===== src/sib_defines.vh =====
// constants for the status indicator and start-up strap block
`ifndef SIB_DEFINES_VH
`define SIB_DEFINES_VH

`define SIB_NUM_IO       11
`define SIB_CLK_HZ       200000000
`define SIB_MS_PER_S     1000
`define SIB_HOLD_S       10
`define SIB_FLASH_MS     100
`define SIB_SETTLE       2'h3

// register byte offsets
`define SIB_REG_CTRL     6'h00
`define SIB_REG_CFG      6'h04
`define SIB_REG_STATUS   6'h08
`define SIB_REG_IO_DIR   6'h0C
`define SIB_REG_IO_OUT   6'h10
`define SIB_REG_IO_PU    6'h14
`define SIB_REG_IO_PD    6'h18
`define SIB_REG_IO_IN    6'h1C

// control register fields
`define SIB_CTRL_MODE_LO 0
`define SIB_CTRL_MODE_HI 1
`define SIB_CTRL_EMUL    2
`define SIB_CTRL_LINK_LO 3
`define SIB_CTRL_LINK_HI 4
`define SIB_CTRL_BOND    5
`define SIB_CTRL_GAP     6
`define SIB_CTRL_ACT     8

// configuration register fields
`define SIB_CFG_DSR_LO   0
`define SIB_CFG_DSR_HI   2
`define SIB_CFG_DTR_LO   4
`define SIB_CFG_DTR_HI   5

// status register fields
`define SIB_ST_UART_DEF  0
`define SIB_ST_LOADER    1
`define SIB_ST_FACTORY   2
`define SIB_ST_HOLDING   3
`define SIB_ST_STARTED   4
`define SIB_ST_CONNABLE  5
`define SIB_ST_UART_EN   6
`define SIB_ST_SLEEP     7
`define SIB_ST_DSR       8

// operating modes
`define SIB_MODE_DATA    2'h0
`define SIB_MODE_EXT     2'h1
`define SIB_MODE_CMD     2'h2

// link states
`define SIB_LINK_IDLE    2'h0
`define SIB_LINK_CONNING 2'h1
`define SIB_LINK_CONNED  2'h2

// handshake input actions
`define SIB_DSR_NONE     3'h0
`define SIB_DSR_CMD      3'h1
`define SIB_DSR_DISC     3'h2
`define SIB_DSR_TOGGLE   3'h3
`define SIB_DSR_UART     3'h4
`define SIB_DSR_SLEEP    3'h5

// handshake output sources
`define SIB_DTR_MODE     2'h0
`define SIB_DTR_EMUL     2'h1
`define SIB_DTR_BOND     2'h2
`define SIB_DTR_GAP      2'h3

`endif


===== src/sib_io_pad.v =====
// one user pin: direction, pulls and synchronised input
`timescale 1ns/1ps
module sib_io_pad (
  input  wire clk_sys,
  input  wire sys_rst,
  input  wire clr,
  input  wire dir_out,
  input  wire out_val,
  input  wire pull_up,
  input  wire pull_dn,
  input  wire pad_i,
  output reg  pad_o,
  output reg  pad_oe,
  output reg  pad_pu,
  output reg  pad_pd,
  output reg  in_val
);
  reg meta;

  always @(posedge clk_sys or posedge sys_rst) begin
    if (sys_rst) begin
      meta   <= 1'b0;
      in_val <= 1'b0;
      pad_o  <= 1'b0;
      pad_oe <= 1'b0;
      pad_pu <= 1'b0;
      pad_pd <= 1'b0;
    end else if (clr) begin
      meta   <= 1'b0;
      in_val <= 1'b0;
      pad_o  <= 1'b0;
      pad_oe <= 1'b0;
      pad_pu <= 1'b0;
      pad_pd <= 1'b0;
    end else begin
      meta   <= pad_i;
      in_val <= meta;
      pad_o  <= out_val;
      pad_oe <= dir_out;
      pad_pu <= ~dir_out & pull_up;
      pad_pd <= ~dir_out & pull_dn & ~pull_up;
    end
  end
endmodule // sib_io_pad


===== src/sib_top.v =====
// status indicator, start-up straps, handshake pins and user pins
//
// The implementer's own choices: register access over Wishbone and the address map.
`timescale 1ns/1ps
`include "sib_defines.vh"
module sib_top #(
  parameter MS_CYCLES = `SIB_CLK_HZ / `SIB_MS_PER_S
) (
  input  wire        clk_sys,
  input  wire        sys_rst,
  input  wire        reset_n_pin,
  input  wire        wb_cyc_i,
  input  wire        wb_stb_i,
  input  wire        wb_we_i,
  input  wire [5:0]  wb_adr_i,
  input  wire [3:0]  wb_sel_i,
  input  wire [31:0] wb_dat_i,
  output reg  [31:0] wb_dat_o,
  output reg         wb_ack_o,
  input  wire        button1_n,
  input  wire        button2_n,
  input  wire        dsr_n,
  output reg         dtr_n,
  output reg         led_red_n,
  output reg         led_green_n,
  output reg         led_blue_n,
  output reg         uart_defaults,
  output reg         factory_defaults,
  output reg         loader_mode,
  output reg         connect_req,
  output reg         cmd_mode_req,
  output reg         disconnect_req,
  output reg         connectable,
  output reg         uart_enable,
  output reg         sleep_mode,
  input  wire [10:0] io_pad_i,
  output wire [10:0] io_pad_o,
  output wire [10:0] io_pad_oe,
  output wire [10:0] io_pad_pu,
  output wire [10:0] io_pad_pd
);
  localparam HOLD_MS = `SIB_HOLD_S * `SIB_MS_PER_S;
  localparam [13:0] HOLD_CNT = HOLD_MS;
  localparam [7:0] FLASH_CNT = `SIB_FLASH_MS;
  localparam [7:0] FLASH_HALF = `SIB_FLASH_MS / 2;

  // synchronisers for pins
  reg        rstn_m, rstn_s;
  reg        b1_m, b1_s, b2_m, b2_s, dsr_m, dsr_s;
  wire       clr;

  // registers
  reg [1:0]  op_mode;
  reg        link_emul;
  reg [1:0]  link_state;
  reg        bonded, gap_link;
  reg [2:0]  dsr_cfg;
  reg [1:0]  dtr_cfg;
  reg [10:0] io_dir, io_out, io_pu, io_pd;
  wire [10:0] io_in;

  // start-up and hold state
  reg [1:0]  settle;
  reg        started;
  reg        holding;
  reg        uart_def_done, factory_done;
  reg [13:0] hold_ms;
  reg        b2_prev, dsr_prev;

  // millisecond divider and flash timer
  reg [17:0] ms_div;
  reg        ms_tick;
  reg [7:0]  flash;
  reg        act_pulse;

  wire       wb_req;
  wire [31:0] status;
  reg  [31:0] next_rd;

  assign clr = ~rstn_s;

  always @(posedge clk_sys or posedge sys_rst) begin
    if (sys_rst) begin
      rstn_m <= 1'b0;
      rstn_s <= 1'b0;
    end else begin
      rstn_m <= reset_n_pin;
      rstn_s <= rstn_m;
    end
  end

  always @(posedge clk_sys or posedge sys_rst) begin
    if (sys_rst) begin
      b1_m  <= 1'b1;
      b1_s  <= 1'b1;
      b2_m  <= 1'b1;
      b2_s  <= 1'b1;
      dsr_m <= 1'b1;
      dsr_s <= 1'b1;
    end else begin
      b1_m  <= button1_n;
      b1_s  <= b1_m;
      b2_m  <= button2_n;
      b2_s  <= b2_m;
      dsr_m <= dsr_n;
      dsr_s <= dsr_m;
    end
  end

  // millisecond enable pulse
  always @(posedge clk_sys or posedge sys_rst) begin
    if (sys_rst) begin
      ms_div  <= 18'h00000;
      ms_tick <= 1'b0;
    end else if (clr) begin
      ms_div  <= 18'h00000;
      ms_tick <= 1'b0;
    end else if (ms_div == MS_CYCLES[17:0] - 18'h00001) begin
      ms_div  <= 18'h00000;
      ms_tick <= 1'b1;
    end else begin
      ms_div  <= ms_div + 18'h00001;
      ms_tick <= 1'b0;
    end
  end

  // start-up sampling, loader hold and connect request
  always @(posedge clk_sys or posedge sys_rst) begin
    if (sys_rst) begin
      settle           <= 2'h0;
      started          <= 1'b0;
      holding          <= 1'b0;
      hold_ms          <= 14'h0000;
      loader_mode      <= 1'b0;
      uart_def_done    <= 1'b0;
      factory_done     <= 1'b0;
      uart_defaults    <= 1'b0;
      factory_defaults <= 1'b0;
      connect_req      <= 1'b0;
      b2_prev          <= 1'b1;
    end else if (clr) begin
      settle           <= 2'h0;
      started          <= 1'b0;
      holding          <= 1'b0;
      hold_ms          <= 14'h0000;
      loader_mode      <= 1'b0;
      uart_def_done    <= 1'b0;
      factory_done     <= 1'b0;
      uart_defaults    <= 1'b0;
      factory_defaults <= 1'b0;
      connect_req      <= 1'b0;
      b2_prev          <= 1'b1;
    end else begin
      uart_defaults    <= 1'b0;
      factory_defaults <= 1'b0;
      connect_req      <= 1'b0;
      b2_prev          <= b2_s;
      if (!started) begin
        settle <= settle + 2'h1;
        if (settle == `SIB_SETTLE) begin
          started <= 1'b1;
          if (!b1_s && !b2_s) begin
            loader_mode <= 1'b1;
            holding     <= 1'b1;
            hold_ms     <= 14'h0000;
          end else if (b1_s && !b2_s) begin
            uart_defaults <= 1'b1;
            uart_def_done <= 1'b1;
          end
        end
      end else if (holding) begin
        if (b1_s || b2_s) begin
          holding <= 1'b0;
        end else if (hold_ms == HOLD_CNT) begin
          holding          <= 1'b0;
          loader_mode      <= 1'b0;
          factory_defaults <= 1'b1;
          factory_done     <= 1'b1;
        end else if (ms_tick) begin
          hold_ms <= hold_ms + 14'h0001;
        end
      end else if (!loader_mode && b2_prev && !b2_s) begin
        connect_req <= 1'b1;
      end
    end
  end

  always @(posedge clk_sys or posedge sys_rst) begin
    if (sys_rst) begin
      dsr_prev       <= 1'b1;
      cmd_mode_req   <= 1'b0;
      disconnect_req <= 1'b0;
      connectable    <= 1'b1;
      uart_enable    <= 1'b1;
      sleep_mode     <= 1'b0;
    end else if (clr) begin
      dsr_prev       <= 1'b1;
      cmd_mode_req   <= 1'b0;
      disconnect_req <= 1'b0;
      connectable    <= 1'b1;
      uart_enable    <= 1'b1;
      sleep_mode     <= 1'b0;
    end else begin
      dsr_prev       <= dsr_s;
      cmd_mode_req   <= 1'b0;
      disconnect_req <= 1'b0;
      case (dsr_cfg)
        `SIB_DSR_CMD: begin
          cmd_mode_req <= dsr_prev & ~dsr_s;
        end
        `SIB_DSR_DISC: begin
          disconnect_req <= dsr_prev & ~dsr_s;
        end
        `SIB_DSR_TOGGLE: begin
          if (dsr_prev && !dsr_s)
            connectable <= ~connectable;
        end
        `SIB_DSR_UART: begin
          uart_enable <= ~dsr_s;
        end
        `SIB_DSR_SLEEP: begin
          sleep_mode <= dsr_s;
        end
        default: begin
          uart_enable <= 1'b1;
        end
      endcase
    end
  end

  // indicator flash timer and outputs
  always @(posedge clk_sys or posedge sys_rst) begin
    if (sys_rst) begin
      flash       <= 8'h00;
      led_red_n   <= 1'b1;
      led_green_n <= 1'b1;
      led_blue_n  <= 1'b1;
      dtr_n       <= 1'b1;
    end else if (clr) begin
      flash       <= 8'h00;
      led_red_n   <= 1'b1;
      led_green_n <= 1'b1;
      led_blue_n  <= 1'b1;
      dtr_n       <= 1'b1;
    end else begin
      if (act_pulse)
        flash <= FLASH_CNT;
      else if (ms_tick && flash != 8'h00)
        flash <= flash - 8'h01;
      if (link_emul && link_state == `SIB_LINK_CONNED) begin
        led_red_n   <= 1'b1;
        led_green_n <= 1'b1;
        led_blue_n  <= (flash > FLASH_HALF);
      end else if (link_emul && link_state == `SIB_LINK_CONNING) begin
        led_red_n   <= 1'b0;
        led_green_n <= 1'b1;
        led_blue_n  <= 1'b0;
      end else if (op_mode == `SIB_MODE_CMD) begin
        led_red_n   <= 1'b0;
        led_green_n <= 1'b0;
        led_blue_n  <= 1'b1;
      end else begin
        led_red_n   <= 1'b1;
        led_green_n <= 1'b0;
        led_blue_n  <= 1'b1;
      end
      case (dtr_cfg)
        `SIB_DTR_MODE: dtr_n <= ~(op_mode == `SIB_MODE_CMD);
        `SIB_DTR_EMUL: dtr_n <= ~(link_emul && link_state == `SIB_LINK_CONNED);
        `SIB_DTR_BOND: dtr_n <= ~bonded;
        default:       dtr_n <= ~gap_link;
      endcase
    end
  end

  genvar gi;
  generate
    for (gi = 0; gi < `SIB_NUM_IO; gi = gi + 1) begin : g_io
      sib_io_pad u_pad (
        .clk_sys (clk_sys),
        .sys_rst (sys_rst),
        .clr     (clr),
        .dir_out (io_dir[gi]),
        .out_val (io_out[gi]),
        .pull_up (io_pu[gi]),
        .pull_dn (io_pd[gi]),
        .pad_i   (io_pad_i[gi]),
        .pad_o   (io_pad_o[gi]),
        .pad_oe  (io_pad_oe[gi]),
        .pad_pu  (io_pad_pu[gi]),
        .pad_pd  (io_pad_pd[gi]),
        .in_val  (io_in[gi])
      );
    end
  endgenerate

  // wishbone slave
  assign wb_req = wb_cyc_i & wb_stb_i & ~wb_ack_o;

  assign status = {23'h000000, dsr_s, sleep_mode, uart_enable, connectable,
                   started, holding, factory_done, loader_mode, uart_def_done};

  always @* begin
    case (wb_adr_i)
      `SIB_REG_CTRL:   next_rd = {25'h0000000, gap_link, bonded, link_state,
                                  link_emul, op_mode};
      `SIB_REG_CFG:    next_rd = {26'h0000000, dtr_cfg, 1'b0, dsr_cfg};
      `SIB_REG_STATUS: next_rd = status;
      `SIB_REG_IO_DIR: next_rd = {21'h000000, io_dir};
      `SIB_REG_IO_OUT: next_rd = {21'h000000, io_out};
      `SIB_REG_IO_PU:  next_rd = {21'h000000, io_pu};
      `SIB_REG_IO_PD:  next_rd = {21'h000000, io_pd};
      `SIB_REG_IO_IN:  next_rd = {21'h000000, io_in};
      default:         next_rd = 32'h00000000;
    endcase
  end

  always @(posedge clk_sys or posedge sys_rst) begin
    if (sys_rst) begin
      wb_ack_o   <= 1'b0;
      wb_dat_o   <= 32'h00000000;
      op_mode    <= `SIB_MODE_DATA;
      link_emul  <= 1'b0;
      link_state <= `SIB_LINK_IDLE;
      bonded     <= 1'b0;
      gap_link   <= 1'b0;
      dsr_cfg    <= `SIB_DSR_NONE;
      dtr_cfg    <= `SIB_DTR_MODE;
      io_dir     <= 11'h000;
      io_out     <= 11'h000;
      io_pu      <= 11'h000;
      io_pd      <= 11'h000;
      act_pulse  <= 1'b0;
    end else if (clr) begin
      wb_ack_o   <= 1'b0;
      wb_dat_o   <= 32'h00000000;
      op_mode    <= `SIB_MODE_DATA;
      link_emul  <= 1'b0;
      link_state <= `SIB_LINK_IDLE;
      bonded     <= 1'b0;
      gap_link   <= 1'b0;
      dsr_cfg    <= `SIB_DSR_NONE;
      dtr_cfg    <= `SIB_DTR_MODE;
      io_dir     <= 11'h000;
      io_out     <= 11'h000;
      io_pu      <= 11'h000;
      io_pd      <= 11'h000;
      act_pulse  <= 1'b0;
    end else begin
      wb_ack_o  <= wb_req;
      act_pulse <= 1'b0;
      if (wb_req && !wb_we_i)
        wb_dat_o <= next_rd;
      if (wb_req && wb_we_i) begin
        case (wb_adr_i)
          `SIB_REG_CTRL: begin
            if (wb_sel_i[0]) begin
              op_mode    <= wb_dat_i[`SIB_CTRL_MODE_HI:`SIB_CTRL_MODE_LO];
              link_emul  <= wb_dat_i[`SIB_CTRL_EMUL];
              link_state <= wb_dat_i[`SIB_CTRL_LINK_HI:`SIB_CTRL_LINK_LO];
              bonded     <= wb_dat_i[`SIB_CTRL_BOND];
              gap_link   <= wb_dat_i[`SIB_CTRL_GAP];
            end
            if (wb_sel_i[1])
              act_pulse <= wb_dat_i[`SIB_CTRL_ACT];
          end
          `SIB_REG_CFG: begin
            if (wb_sel_i[0]) begin
              dsr_cfg <= wb_dat_i[`SIB_CFG_DSR_HI:`SIB_CFG_DSR_LO];
              dtr_cfg <= wb_dat_i[`SIB_CFG_DTR_HI:`SIB_CFG_DTR_LO];
            end
          end
          `SIB_REG_IO_DIR: begin
            if (wb_sel_i[0]) io_dir[7:0] <= wb_dat_i[7:0];
            if (wb_sel_i[1]) io_dir[10:8] <= wb_dat_i[10:8];
          end
          `SIB_REG_IO_OUT: begin
            if (wb_sel_i[0]) io_out[7:0] <= wb_dat_i[7:0];
            if (wb_sel_i[1]) io_out[10:8] <= wb_dat_i[10:8];
          end
          `SIB_REG_IO_PU: begin
            if (wb_sel_i[0]) io_pu[7:0] <= wb_dat_i[7:0];
            if (wb_sel_i[1]) io_pu[10:8] <= wb_dat_i[10:8];
          end
          `SIB_REG_IO_PD: begin
            if (wb_sel_i[0]) io_pd[7:0] <= wb_dat_i[7:0];
            if (wb_sel_i[1]) io_pd[10:8] <= wb_dat_i[10:8];
          end
          default: begin
            act_pulse <= 1'b0;
          end
        endcase
      end
    end
  end
endmodule // sib_top


===== config.mk =====
export PLATFORM = sky130hd
export DESIGN_NAME = sib_top
export DESIGN_NICKNAME = d
export VERILOG_FILES = /design/src/sib_io_pad.v /design/src/sib_top.v
export VERILOG_INCLUDE_DIRS = /design/src
export SDC_FILE = /design/constraint.sdc
export NUM_CORES = 1
export LEC_CHECK = 0
export BUFFER_PORTS_ARGS = -buffer_cell sky130_fd_sc_hd__buf_2
export CORE_AREA = 2 2 134 136
export DETAILED_ROUTE_END_ITERATION = 7
export DIE_AREA = 0 0 136 138
export GPL_ROUTABILITY_DRIVEN = 0
export GPL_TIMING_DRIVEN = 0
export PLACE_DENSITY = 0.87
export SLEW_MARGIN = 20
export SYNTH_ARGS = -nofsm -noshare
export SYNTH_HDL_FRONTEND = slang
export SYNTH_SLANG_ARGS = --single-unit

===== constraint.sdc =====
create_clock -name clk_sys -period 9.12 [get_ports clk_sys]
set_input_delay 1.368 -clock clk_sys [delete_from_list [all_inputs] [get_ports clk_sys]]
set_output_delay 1.368 -clock clk_sys [all_outputs]
set_load 0.05 [all_outputs]

**Word-level counts from Yosys, hierarchy flattened**

Index checks and enable logic that the tools add are counted.

- Add/sub/neg operators: 4
- Muxes and demuxes: 197
- Magnitude comparators: 1
- Equal/unequal tests: 50
- Bitwise logic cells: 65
- Reduce and logical (&&, ||, !) cells: 36

Operator list:

| cell | count |
|---|---|
| 1-bit 2-to-1 mux | 147 |
| 11-bit 2-to-1 mux | 12 |
| 14-bit 2-to-1 mux | 8 |
| 11-bit one-hot mux with 8 select lines | 1 |
| 32-bit 2-to-1 mux | 2 |
| 1-bit AND | 36 |
| 18-bit 2-to-1 mux | 2 |
| 8-bit 2-to-1 mux | 4 |
| 2-bit by 1-bit inequality test with 1-bit output (second input constant) | 16 |
| 3-bit AND reduction | 10 |
| 1-bit inverter | 29 |
| 2-bit 2-to-1 mux | 14 |
| 6-bit by 5-bit equality test with 1-bit output (second input constant) | 4 |
| 18-bit by 1-bit adder with 18-bit output (second input constant) | 1 |
| 18-bit equality test (second input constant) | 1 |
| 3-bit 2-to-1 mux | 5 |
| 14-bit by 1-bit adder with 14-bit output (second input constant) | 1 |
| 14-bit equality test (second input constant) | 1 |
| 6-bit by 4-bit equality test with 1-bit output (second input constant) | 2 |
| 2-bit inequality test (second input constant) | 6 |
| 1-bit logical AND | 10 |
| 3-bit by 1-bit inequality test with 1-bit output (second input constant) | 3 |
| 3-bit by 2-bit inequality test with 1-bit output (second input constant) | 3 |
| 2-bit equality test (second input constant) | 4 |
| other kinds (21) | 31 |

- Flip-flop bits (word level): 226
- Output and inout port bits: 90

**Logic depth before layout (Yosys ltp)**

Gate-level depths: netlist (run 1).

- Depth after elaboration: 7
- Gate-level depth with buffers: 6

**By module**

A second synthesis (run 1) with hierarchy kept.

- Cells, all modules: 820
- Area total of the unflattened synthesis: 9238.9 um^2

By module, submodules not included:

| module | cells an instance | times used | sequential area each (um^2) | area an instance (um^2) |
|---|---|---|---|---|
| sib_top | 677 | 1 | 3495.9 | 6912.9 |
| sib_io_pad | 13 | 11 | 150.1 | 211.5 |

**Worst setup path after synthesis (run 1)**

Ideal clock, no wire load.

- Path kind: input to register
- Start: input port wb_adr_i[1]
- End: register io_pu[10]
- Data arrival time: 2654 ps
- Path slack: 6338 ps
- Path buffers: 1
- Data required time: 8992 ps
- Cell stages on the path: 5
- Cell sequence: buf_6 > nor4b_4 > nand2_2 > o21ai_2 > mux2_1

- Longest elaborated chain between the ends: 3

Ends and longest elaborated chain:

| what | line | text |
|---|---|---|
| start, declared | sib_top.v:15 | `input wire [5:0] wb_adr_i,` |
| 6-bit by 5-bit equality test with 1-bit output | sib_top.v:355 | `case (wb_adr_i)` |
| 2-bit by 1-bit inequality test with 1-bit output (no source line) | n/a |  |
| 3-bit AND reduction (no source line) | n/a |  |
| end signal, assigned | sib_top.v:383 | `if (wb_sel_i[1]) io_pu[10:8] <= wb_dat_i[10:8];` |
| end, declared | sib_top.v:59 | `reg [10:0] io_dir, io_out, io_pu, io_pd;` |

No other way between the ends.
A chain may end at the register's enable or synchronous reset.

**Final worst setup path (run 1)**

- Start: register connectable
- End: output port connectable

RTL lines:

| what | line | text |
|---|---|---|
| start, declared | sib_top.v:33 | `output reg connectable,` |
| start signal, assigned | sib_top.v:216 | `connectable <= ~connectable;` |

No word-level cell between the ends.

==> key figures, run 1 <==
Status
  • Outcome: finished, final reports clean

Synthesis
  • Post-Synthesis Cells: 884
  • Count of different cell masters after synthesis: 82
  • Top_reg_cell synth: dfrtp_1
  • Seq/Total Area, Yosys: 52.9%
  • Post-synthesis cell area: 9730 µm²
  • Yosys reg bits: 205
  • Post-synth EDFFs: 0
  • Average size of a mapped cell: 11.0 µm²
  • Post-synth ARST share: 100%
  • Synth warn: 0

Cells and area
  • Non-Filler Instances: 1279
  • Design area: 11400 µm²
  • Area occupied by multi-input gates: 3910 µm²
  • # fillers: 1342
  • Layout cells sized above 1: 26.7%
  • Final Util: 64.9%
  • Synthesis-to-layout area growth: 17.0%
  • FF/Latch Area: 5150 µm²
  • Post-layout net count: 1101

Critical path
  • Slowest CP cell: dfstp_2
  • Delay-heaviest family, CP: flip-flops
  • CP startpoint kind: register
  • Worst flop-to-flop path endpoint: led_green_n
  • Crit path kind: register to output port
  • Crit path arrival time: 1.38 ns
  • Flop2flop setup slack: 7.02 ns
  • Req. time, crit path: 7.75 ns
  • CP cell instances: buf_2
  • Max FO, Critical Path: 4
  • Crit path depth: 1
  • Worst reg-to-reg path cell count: 4
  • Worst setup EP type: output port
  • Critical R2R Launch: rstn_s
  • WP buf/inv: 1
  • Crit path largest cell delay: 0.59 ns

GRT
  • First-pass GRT wire length: 39.1 mm
  • Total grt overflow: 0
  • GRT Total Usage: 26.4%
  • Vias in the first global route: 7304
  • Antenna violations before repair: 2
  • Largest net degree at the start of global routing: 114

Floorplanning
  • Die height: 138 µm
  • Die area: 18800 µm²
  • Die width: 136 µm
  • Boundary Pins: 152
  • Core ar.: 17500 µm²
  • Row count: 49
  • Initial Util: 55.5%

Power and ir drop
  • Pwr Total: 2.01 mW
  • Pwr Density: 176 nW/µm²
  • Peak VDD IR: 0.000122 V
  • Pleak: 5.78 nW

Worst hold path
  • Worst hold path cell count: 0
  • Hold EP: rstn_s
  • Hold WC Path Type: register to register
  • Launch point of the worst hold path: rstn_m

Detailed routing
  • Post-route DRC violation count: 0
  • Initial DRC count: 968
  • Detailed Routing Iterations Pass 1: 7
  • WL per Instance: 19.3 µm
  • Remaining antenna violation count: 0
  • Final WL: 24.7 mm
  • Via-to-Cell Ratio: 6.00
  • Via count: 7678

Clock tree
  • Clk root buf: clkbuf_16
  • CTS tree: done
  • Cts repair resizes: 0
  • Later-pin clock latency in the skew report: 0.51 ns
  • Sink Count: 205
  • Clock buffer depth: 3
  • Post-CTS setup buffers: 0
  • H-tree levels: 1
  • Post-CTS Hold Fix Bufs: 0
  • Clock Pin Slew Worst Setup and Hold Paths: 0.06 ns
  • CTS Buf Count: 22

Timing
  • Setup repair after global routing missed its margin: no
  • Period utilization: 30.1%
  • Worst rel slew slack: 43.6%
  • Clock skew: 0.0206 ns
  • Min Tclk post-route: 2.74 ns
  • TNS Setup: 0 ns
  • Fmax: 0.364 GHz
  • Final hold slack: 0.351 ns
  • Worst-Margin Slew: 0.843 ns
  • Final Slew Violations: 0
  • Hold Vio Cnt, Final: 0
  • Setup ws final: 6.38 ns
  • Final setup fails: 0

Placed design
  • Dpl cells: 1238
  • Dpl ws: 6.02 ns
  • DP Wirelength: 16.7 mm
  • Placed cell areas: 10600 µm²
  • Port bufs: 104

Job
  • Max-cap check violation count: 0
==> final cells by class <==
type                       instances  share of cell area, %
timing repair buffer             105                   4.81
antenna                            1                 0.0220
sequential                       205                   45.2
clock buffer                      36                   5.83
tap                              229                   2.52
clock inverter                     4                  0.648
inverter                          18                  0.659
buffer                           106                   5.98
multi-input combinational        575                   34.3
==> kinds of logic (layout without fill, tap and decap cells) <==
logic type	after synthesis	after routing	share of synthesized area [%]
other cells	1	22	0.0385
compound gates	114	114	8.19
flops	205	205	52.9
simple gates	347	347	21.1
xor+xnor	16	16	1.44
fa+ha+maj	6	6	0.771
mux	71	71	7.86
buf+inv	124	269	7.69
==> report_power, final <==
part | switching (mW) | total (mW) | internal, mW
combinational | 0.113 | 0.159 | 0.0463
clock | 0.350 | 0.904 | 0.554
sequential | 0.0126 | 0.943 | 0.930
total | 0.476 | 2.01 | 1.53
==> layer usage <==
metal / vias to the layer above / part of all wire (%) / track usage (%)
met4: 0 / 4.5 / 12.1
li1: 3364 / - / -
met1: 3747 / 40 / 36.7
met3: 104 / 9.8 / 5.32
met2: 463 / 46 / 40.2
met5: - / 0 / 0
==> synth_stat cells, types with 5 or more instances <==
cell | n | area (µm²)
a21oi_1 | 20 | 100
a22o_1 | 9 | 78.8
and2_1 | 50 | 313
and3_1 | 10 | 62.6
buf_2 | 13 | 65.1
buf_4 | 66 | 495
clkbuf_1 | 23 | 86.3
dfrtp_1 | 191 | 4780
dfstp_2 | 14 | 368
ha_1 | 6 | 75.1
inv_1 | 16 | 60.1
mux2_1 | 6 | 67.6
mux2_2 | 17 | 191
mux2i_1 | 46 | 460
nand2_1 | 33 | 124
nand2b_1 | 5 | 31.3
nand3_1 | 61 | 305
nand4_1 | 21 | 131
nor2_1 | 73 | 274
nor3_1 | 11 | 55.1
nor3b_1 | 16 | 120
nor4_1 | 7 | 43.8
nor4b_1 | 11 | 96.3
o211ai_1 | 7 | 52.6
o21a_1 | 7 | 52.6
o21ai_0 | 24 | 120
o21ai_1 | 6 | 30.0
or4_1 | 6 | 45.0
xor2_1 | 13 | 114
==> how the worst max path moves through the flow <==
| stage | from | end | slack, ns |
|---|---|---|---|
| 2_1_floorplan | sys_rst | act_pulse | 2.18 |
| 3_3_place_gp | sys_rst | g_io[0].u_pad.pad_oe | 0.18 |
| 3_5_place_dp | wb_adr_i[1] | io_pu[3] | 6.02 |
| 4_1_cts | connectable | connectable | 6.37 |
| 5_1_grt | connectable | connectable | 6.35 |
| 6_report | connectable | connectable | 6.38 |
==> flip-flops by register name, summed over array words and instances, names as in the netlist, 2 cells and up <==
name               cells
g_io.u_pad.pad_pu     11
dsr_cfg                3
hold_ms               14
g_io.u_pad.meta       11
dtr_cfg                2
io_pd                 11
op_mode                2
io_dir                11
ms_div                18
g_io.u_pad.pad_oe     11
io_out                11
g_io.u_pad.pad_pd     11
wb_dat_o              11
link_state             2
g_io.u_pad.in_val     11
io_pu                 11
flash                  8
settle                 2
g_io.u_pad.pad_o      11
==> cells in the final DEF (no fill, tap or decap), types with 13 or more instances in the layout <==
cell type	Yosys	final
a21oi_1	20	20
and2_1	50	50
buf_2	13	117
buf_4	66	66
clkbuf_1	23	32
clkbuf_16	0	23
conb_1	1	21
dfrtp_1	191	191
dfstp_2	14	14
inv_1	16	15
mux2_2	17	17
mux2i_1	46	46
nand2_1	33	33
nand3_1	61	61
nand4_1	21	21
nor2_1	73	73
nor3b_1	16	16
o21ai_0	24	24
xor2_1	13	13
No activity file was read; power rests on OpenSTA's default activity.
==> inputs of run 2 (changes only) <==
Settings changed: ABC_AREA from default to 1, CORE_AREA 2 2 134 136 to 2 2 141 143, DIE_AREA 0 0 136 138 to 0 0 143 145, PLACE_DENSITY 0.87 to 0.84.
Clock period 9.12 ns to 2.4 ns, I/O delays scaled along.
==> run 2 against run 1 <==
Net effect:
- clock power grew to 4.1 times the previous value
- via count grew 10%
- core utilization shrank 3.7 points
- synthesized cell count grew 34%
- synthesized area grew 0.78%
- final cell count grew 27%
- largest cell class unchanged
- largest power group unchanged
==> key figures, run 2 <==
Status
  • Outcome: finished, final reports clean (unchanged)

Critical path
  • Crit path arrival time: 2.33 ns (was 1.38 ns)
  • Max FO, Critical Path: 7 (was 4)
  • Crit path kind: register to register (was register to output port)
  • Req. time, crit path: 2.80 ns (was 7.75 ns)
  • Worst reg-to-reg path cell count: 9 (was 4)
  • CP startpoint kind: register (unchanged)
  • Worst setup EP type: register (was output port)

Worst hold path
  • Worst hold path cell count: 3 (was 0)
  • Hold WC Path Type: primary input to register (was register to register)

Cells and area
  • Max reg flops: 18 (unchanged)
  • Top flop regs: ms_div x18, hold_ms x14 (unchanged)
  • Reg with most FFs: ms_div (unchanged)
  • Post-layout net count: 1415 (was 1101)
  • Most frequent cells in the layout: nand2_1 (323), dfrtp_1 (191), inv_1 (149) (was dfrtp_1 (191), buf_2 (117), nor2_1 (73))
  • Synthesis-to-layout area growth: 20.0% (was 17.0%)
  • Ant diodes: 0 (was 1)
  • Final Util: 61.3% (was 64.9%)
  • FF/Latch Area: 5150 µm² (unchanged)
  • Non-Filler Instances: 1629 (was 1279)
  • Area occupied by multi-input gates: 3440 µm² (was 3910 µm²)
  • # fillers: 1548 (was 1342)
  • Layout cells sized above 1: 21.0% (was 26.7%)
  • Most common cell after layout, fill and taps aside: nand2_1 (was dfrtp_1)

Floorplanning
  • Initial Util: 51.1% (was 55.5%)
  • Core ar.: 19200 µm² (was 17500 µm²)
  • Die width: 143 µm (was 136 µm)
  • Die height: 145 µm (was 138 µm)
  • Row count: 51 (was 49)
  • Die area: 20700 µm² (was 18800 µm²)
  • Boundary Pins: 152 (unchanged)

Detailed routing
  • Post-route DRC violation count: 0 (unchanged)
  • Remaining antenna violation count: 0 (unchanged)
  • Initial DRC count: 705 (was 968)
  • Detailed Routing Iterations Pass 1: 8 (was 7)
  • Via count: 8483 (was 7678)
  • WL per Instance: 15.2 µm (was 19.3 µm)
  • Final WL: 24.7 mm (about the same)
  • Via-to-Cell Ratio: 5.21 (was 6.00)

Clock tree
  • Clk root buf: clkbuf_16 (unchanged)
  • Cts repair resizes: 0 (unchanged)
  • Clock buffer depth: 3 (unchanged)
  • CTS Buf Count: 23 (was 22)
  • Post-CTS setup buffers: 0 (unchanged)
  • Later-pin clock latency in the skew report: 0.52 ns (was 0.51 ns)
  • Sink Count: 205 (unchanged)
  • Clock Pin Slew Worst Setup and Hold Paths: 0.06 ns (about the same)
  • H-tree levels: 1 (unchanged)
  • CTS tree: done (unchanged)

Timing
  • TNS Setup: 0 ns (unchanged)
  • Setup repair after global routing missed its margin: no (unchanged)
  • Final hold slack: 0.0300 ns (was 0.351 ns)
  • Final Slew Violations: 0 (unchanged)
  • Setup ws final: 0.467 ns (was 6.38 ns)
  • Clock skew: 0.0230 ns (was 0.0206 ns)
  • Hold Vio Cnt, Final: 0 (unchanged)
  • Period utilization: 80.5%
  • Worst-Margin Slew: 0.693 ns (was 0.843 ns)
  • Min Tclk post-route: 1.93 ns
  • Final setup fails: 0 (unchanged)
  • Fmax: 0.517 GHz
  • Worst rel slew slack: 53.8% (was 43.6%)

Placed design
  • Port bufs: 107 (was 104)
  • DP Wirelength: 17.7 mm (was 16.7 mm)
  • Dpl cells: 1582 (was 1238)
  • Dpl ws: 0.534 ns (was 6.02 ns)

Synthesis
  • Count of different cell masters after synthesis: 40 (was 82)
  • Post-synthesis cell area: 9810 µm² (was 9730 µm²)
  • Post-synth ARST share: 100% (unchanged)
  • Synth warn: 0 (unchanged)
  • Post-Synthesis Cells: 1183 (was 884)
  • Yosys reg bits: 205 (unchanged)
  • Post-synth EDFFs: 0 (unchanged)
  • Synth area leader: dfrtp_1 (unchanged)
  • Post-synth top cells: nand2_1 (323), dfrtp_1 (191), inv_1 (150) (was dfrtp_1 (191), nor2_1 (73), buf_4 (66))
  • Top_reg_cell synth: dfrtp_1 (unchanged)
  • Top-count cell post-synth: nand2_1 (was dfrtp_1)
  • Synth top area cells: dfrtp_1 (49%), nand2_1 (12%), inv_1 (5.7%), buf_4 (5.2%), nor2_1 (4.2%) (was dfrtp_1 (49%), buf_4 (5.1%), mux2i_1 (4.7%), dfstp_2 (3.8%), and2_1 (3.2%))
  • Post-synth top area share: 48.7% (was 49.1%)
  • Seq/Total Area, Yosys: 52.5% (was 52.9%)
  • Average size of a mapped cell: 8.29 µm² (was 11.0 µm²)

GRT
  • Total grt overflow: 0 (unchanged)
  • GRT Total Usage: 23.6% (was 26.4%)
  • Largest net degree at the start of global routing: 36 (was 114)
  • First-pass GRT wire length: 39.0 mm (was 39.1 mm)
  • Vias in the first global route: 7946 (was 7304)
  • Antenna violations before repair: 0 (was 2)

Power and ir drop
  • Pleak: 6.34 nW (was 5.78 nW)
  • Pwr Density: 747 nW/µm² (was 176 nW/µm²)
  • Peak VDD IR: 0.000483 V (was 0.000122 V)

Job
  • Max-cap check violation count: 0 (unchanged)
## run 2: routing by layer
| metal | track usage, % | wire, µm |
|---|---|---|
| met1 | 30.7 | 9720 |
| met3 | 5.12 | 2380 |
| met4 | 11.4 | 1200 |
| met5 | 0 | 0 |
| met2 | 37.5 | 11400 |
## run 2: metrics by stage
step / total power [mW] / instance area (µm²)
3_3_place_gp: 5.03 / 10800
3_5_place_dp: 5.09 / 10900
2_1_floorplan: 4.75 / 9890
6_report: 8.78 / 11800
4_1_cts: 8.82 / 11800
5_1_grt: 9.10 / 11800
## run 2: worst max-delay path, stage by stage (launching register included)
cell,delay [ns]
dfrtp_1,0.36
inv_1,0.16
ha_1,0.22
nand2_1,0.13
nor2_1,0.21
nand2_1,0.07
nand2_1,0.19
nand2_1,0.20
nand2_1,0.18
o22ai_1,0.09
## run 2: final cells by class
class	count	share of cell area [%]
clock inverters	9	1.31
plain buffers	101	6.03
repair buffers	119	6.30
inverters	156	5.01
well taps	265	2.82
flip-flops and latches	205	43.8
multi-input cells	741	29.2
clock buffers	33	5.55
## run 2: logic make-up after synthesis
family                   share of synthesized area (%)
AND/OR/NAND/NOR                                   25.4
buffers and inverters                             13.2
flip-flops                                        52.5
AO/OA/AOI/OAI                                     7.35
XOR/XNOR                                         0.714
adder cells (fa/ha/maj)                          0.765
other                                           0.0382
## run 2: worst paths after layout
kind | startpoint | to | slack, ns
worst max-delay path | flash[0] | flash[5] | 0.47
worst min-delay path | io_pad_i[4] | g_io[4].u_pad.meta | 0.03
worst max register to register | flash[0] | flash[5] | 0.47
worst min register to register | rstn_m | rstn_s | 0.34
max in group asynchronous | sys_rst | b1_s | 1.06
min in group asynchronous | sys_rst | io_pd[6] | 0.36
## run 2: timing repair
action | 4_1_cts | 5_1_grt
hold buffers | 5 | 0
endpoints found under the hold margin | 15 | 0
endpoints found under the setup margin | 0 | 0
## run 2: report_power, final
| group | internal, mW | switching (mW) | leakage (nW) | total, mW |
|---|---|---|---|---|
| registers | 3.69 | 0.165 | 2.71 | 3.85 |
| logic | 0.365 | 0.856 | 3.23 | 1.22 |
| clock network | 2.32 | 1.39 | 0.388 | 3.71 |
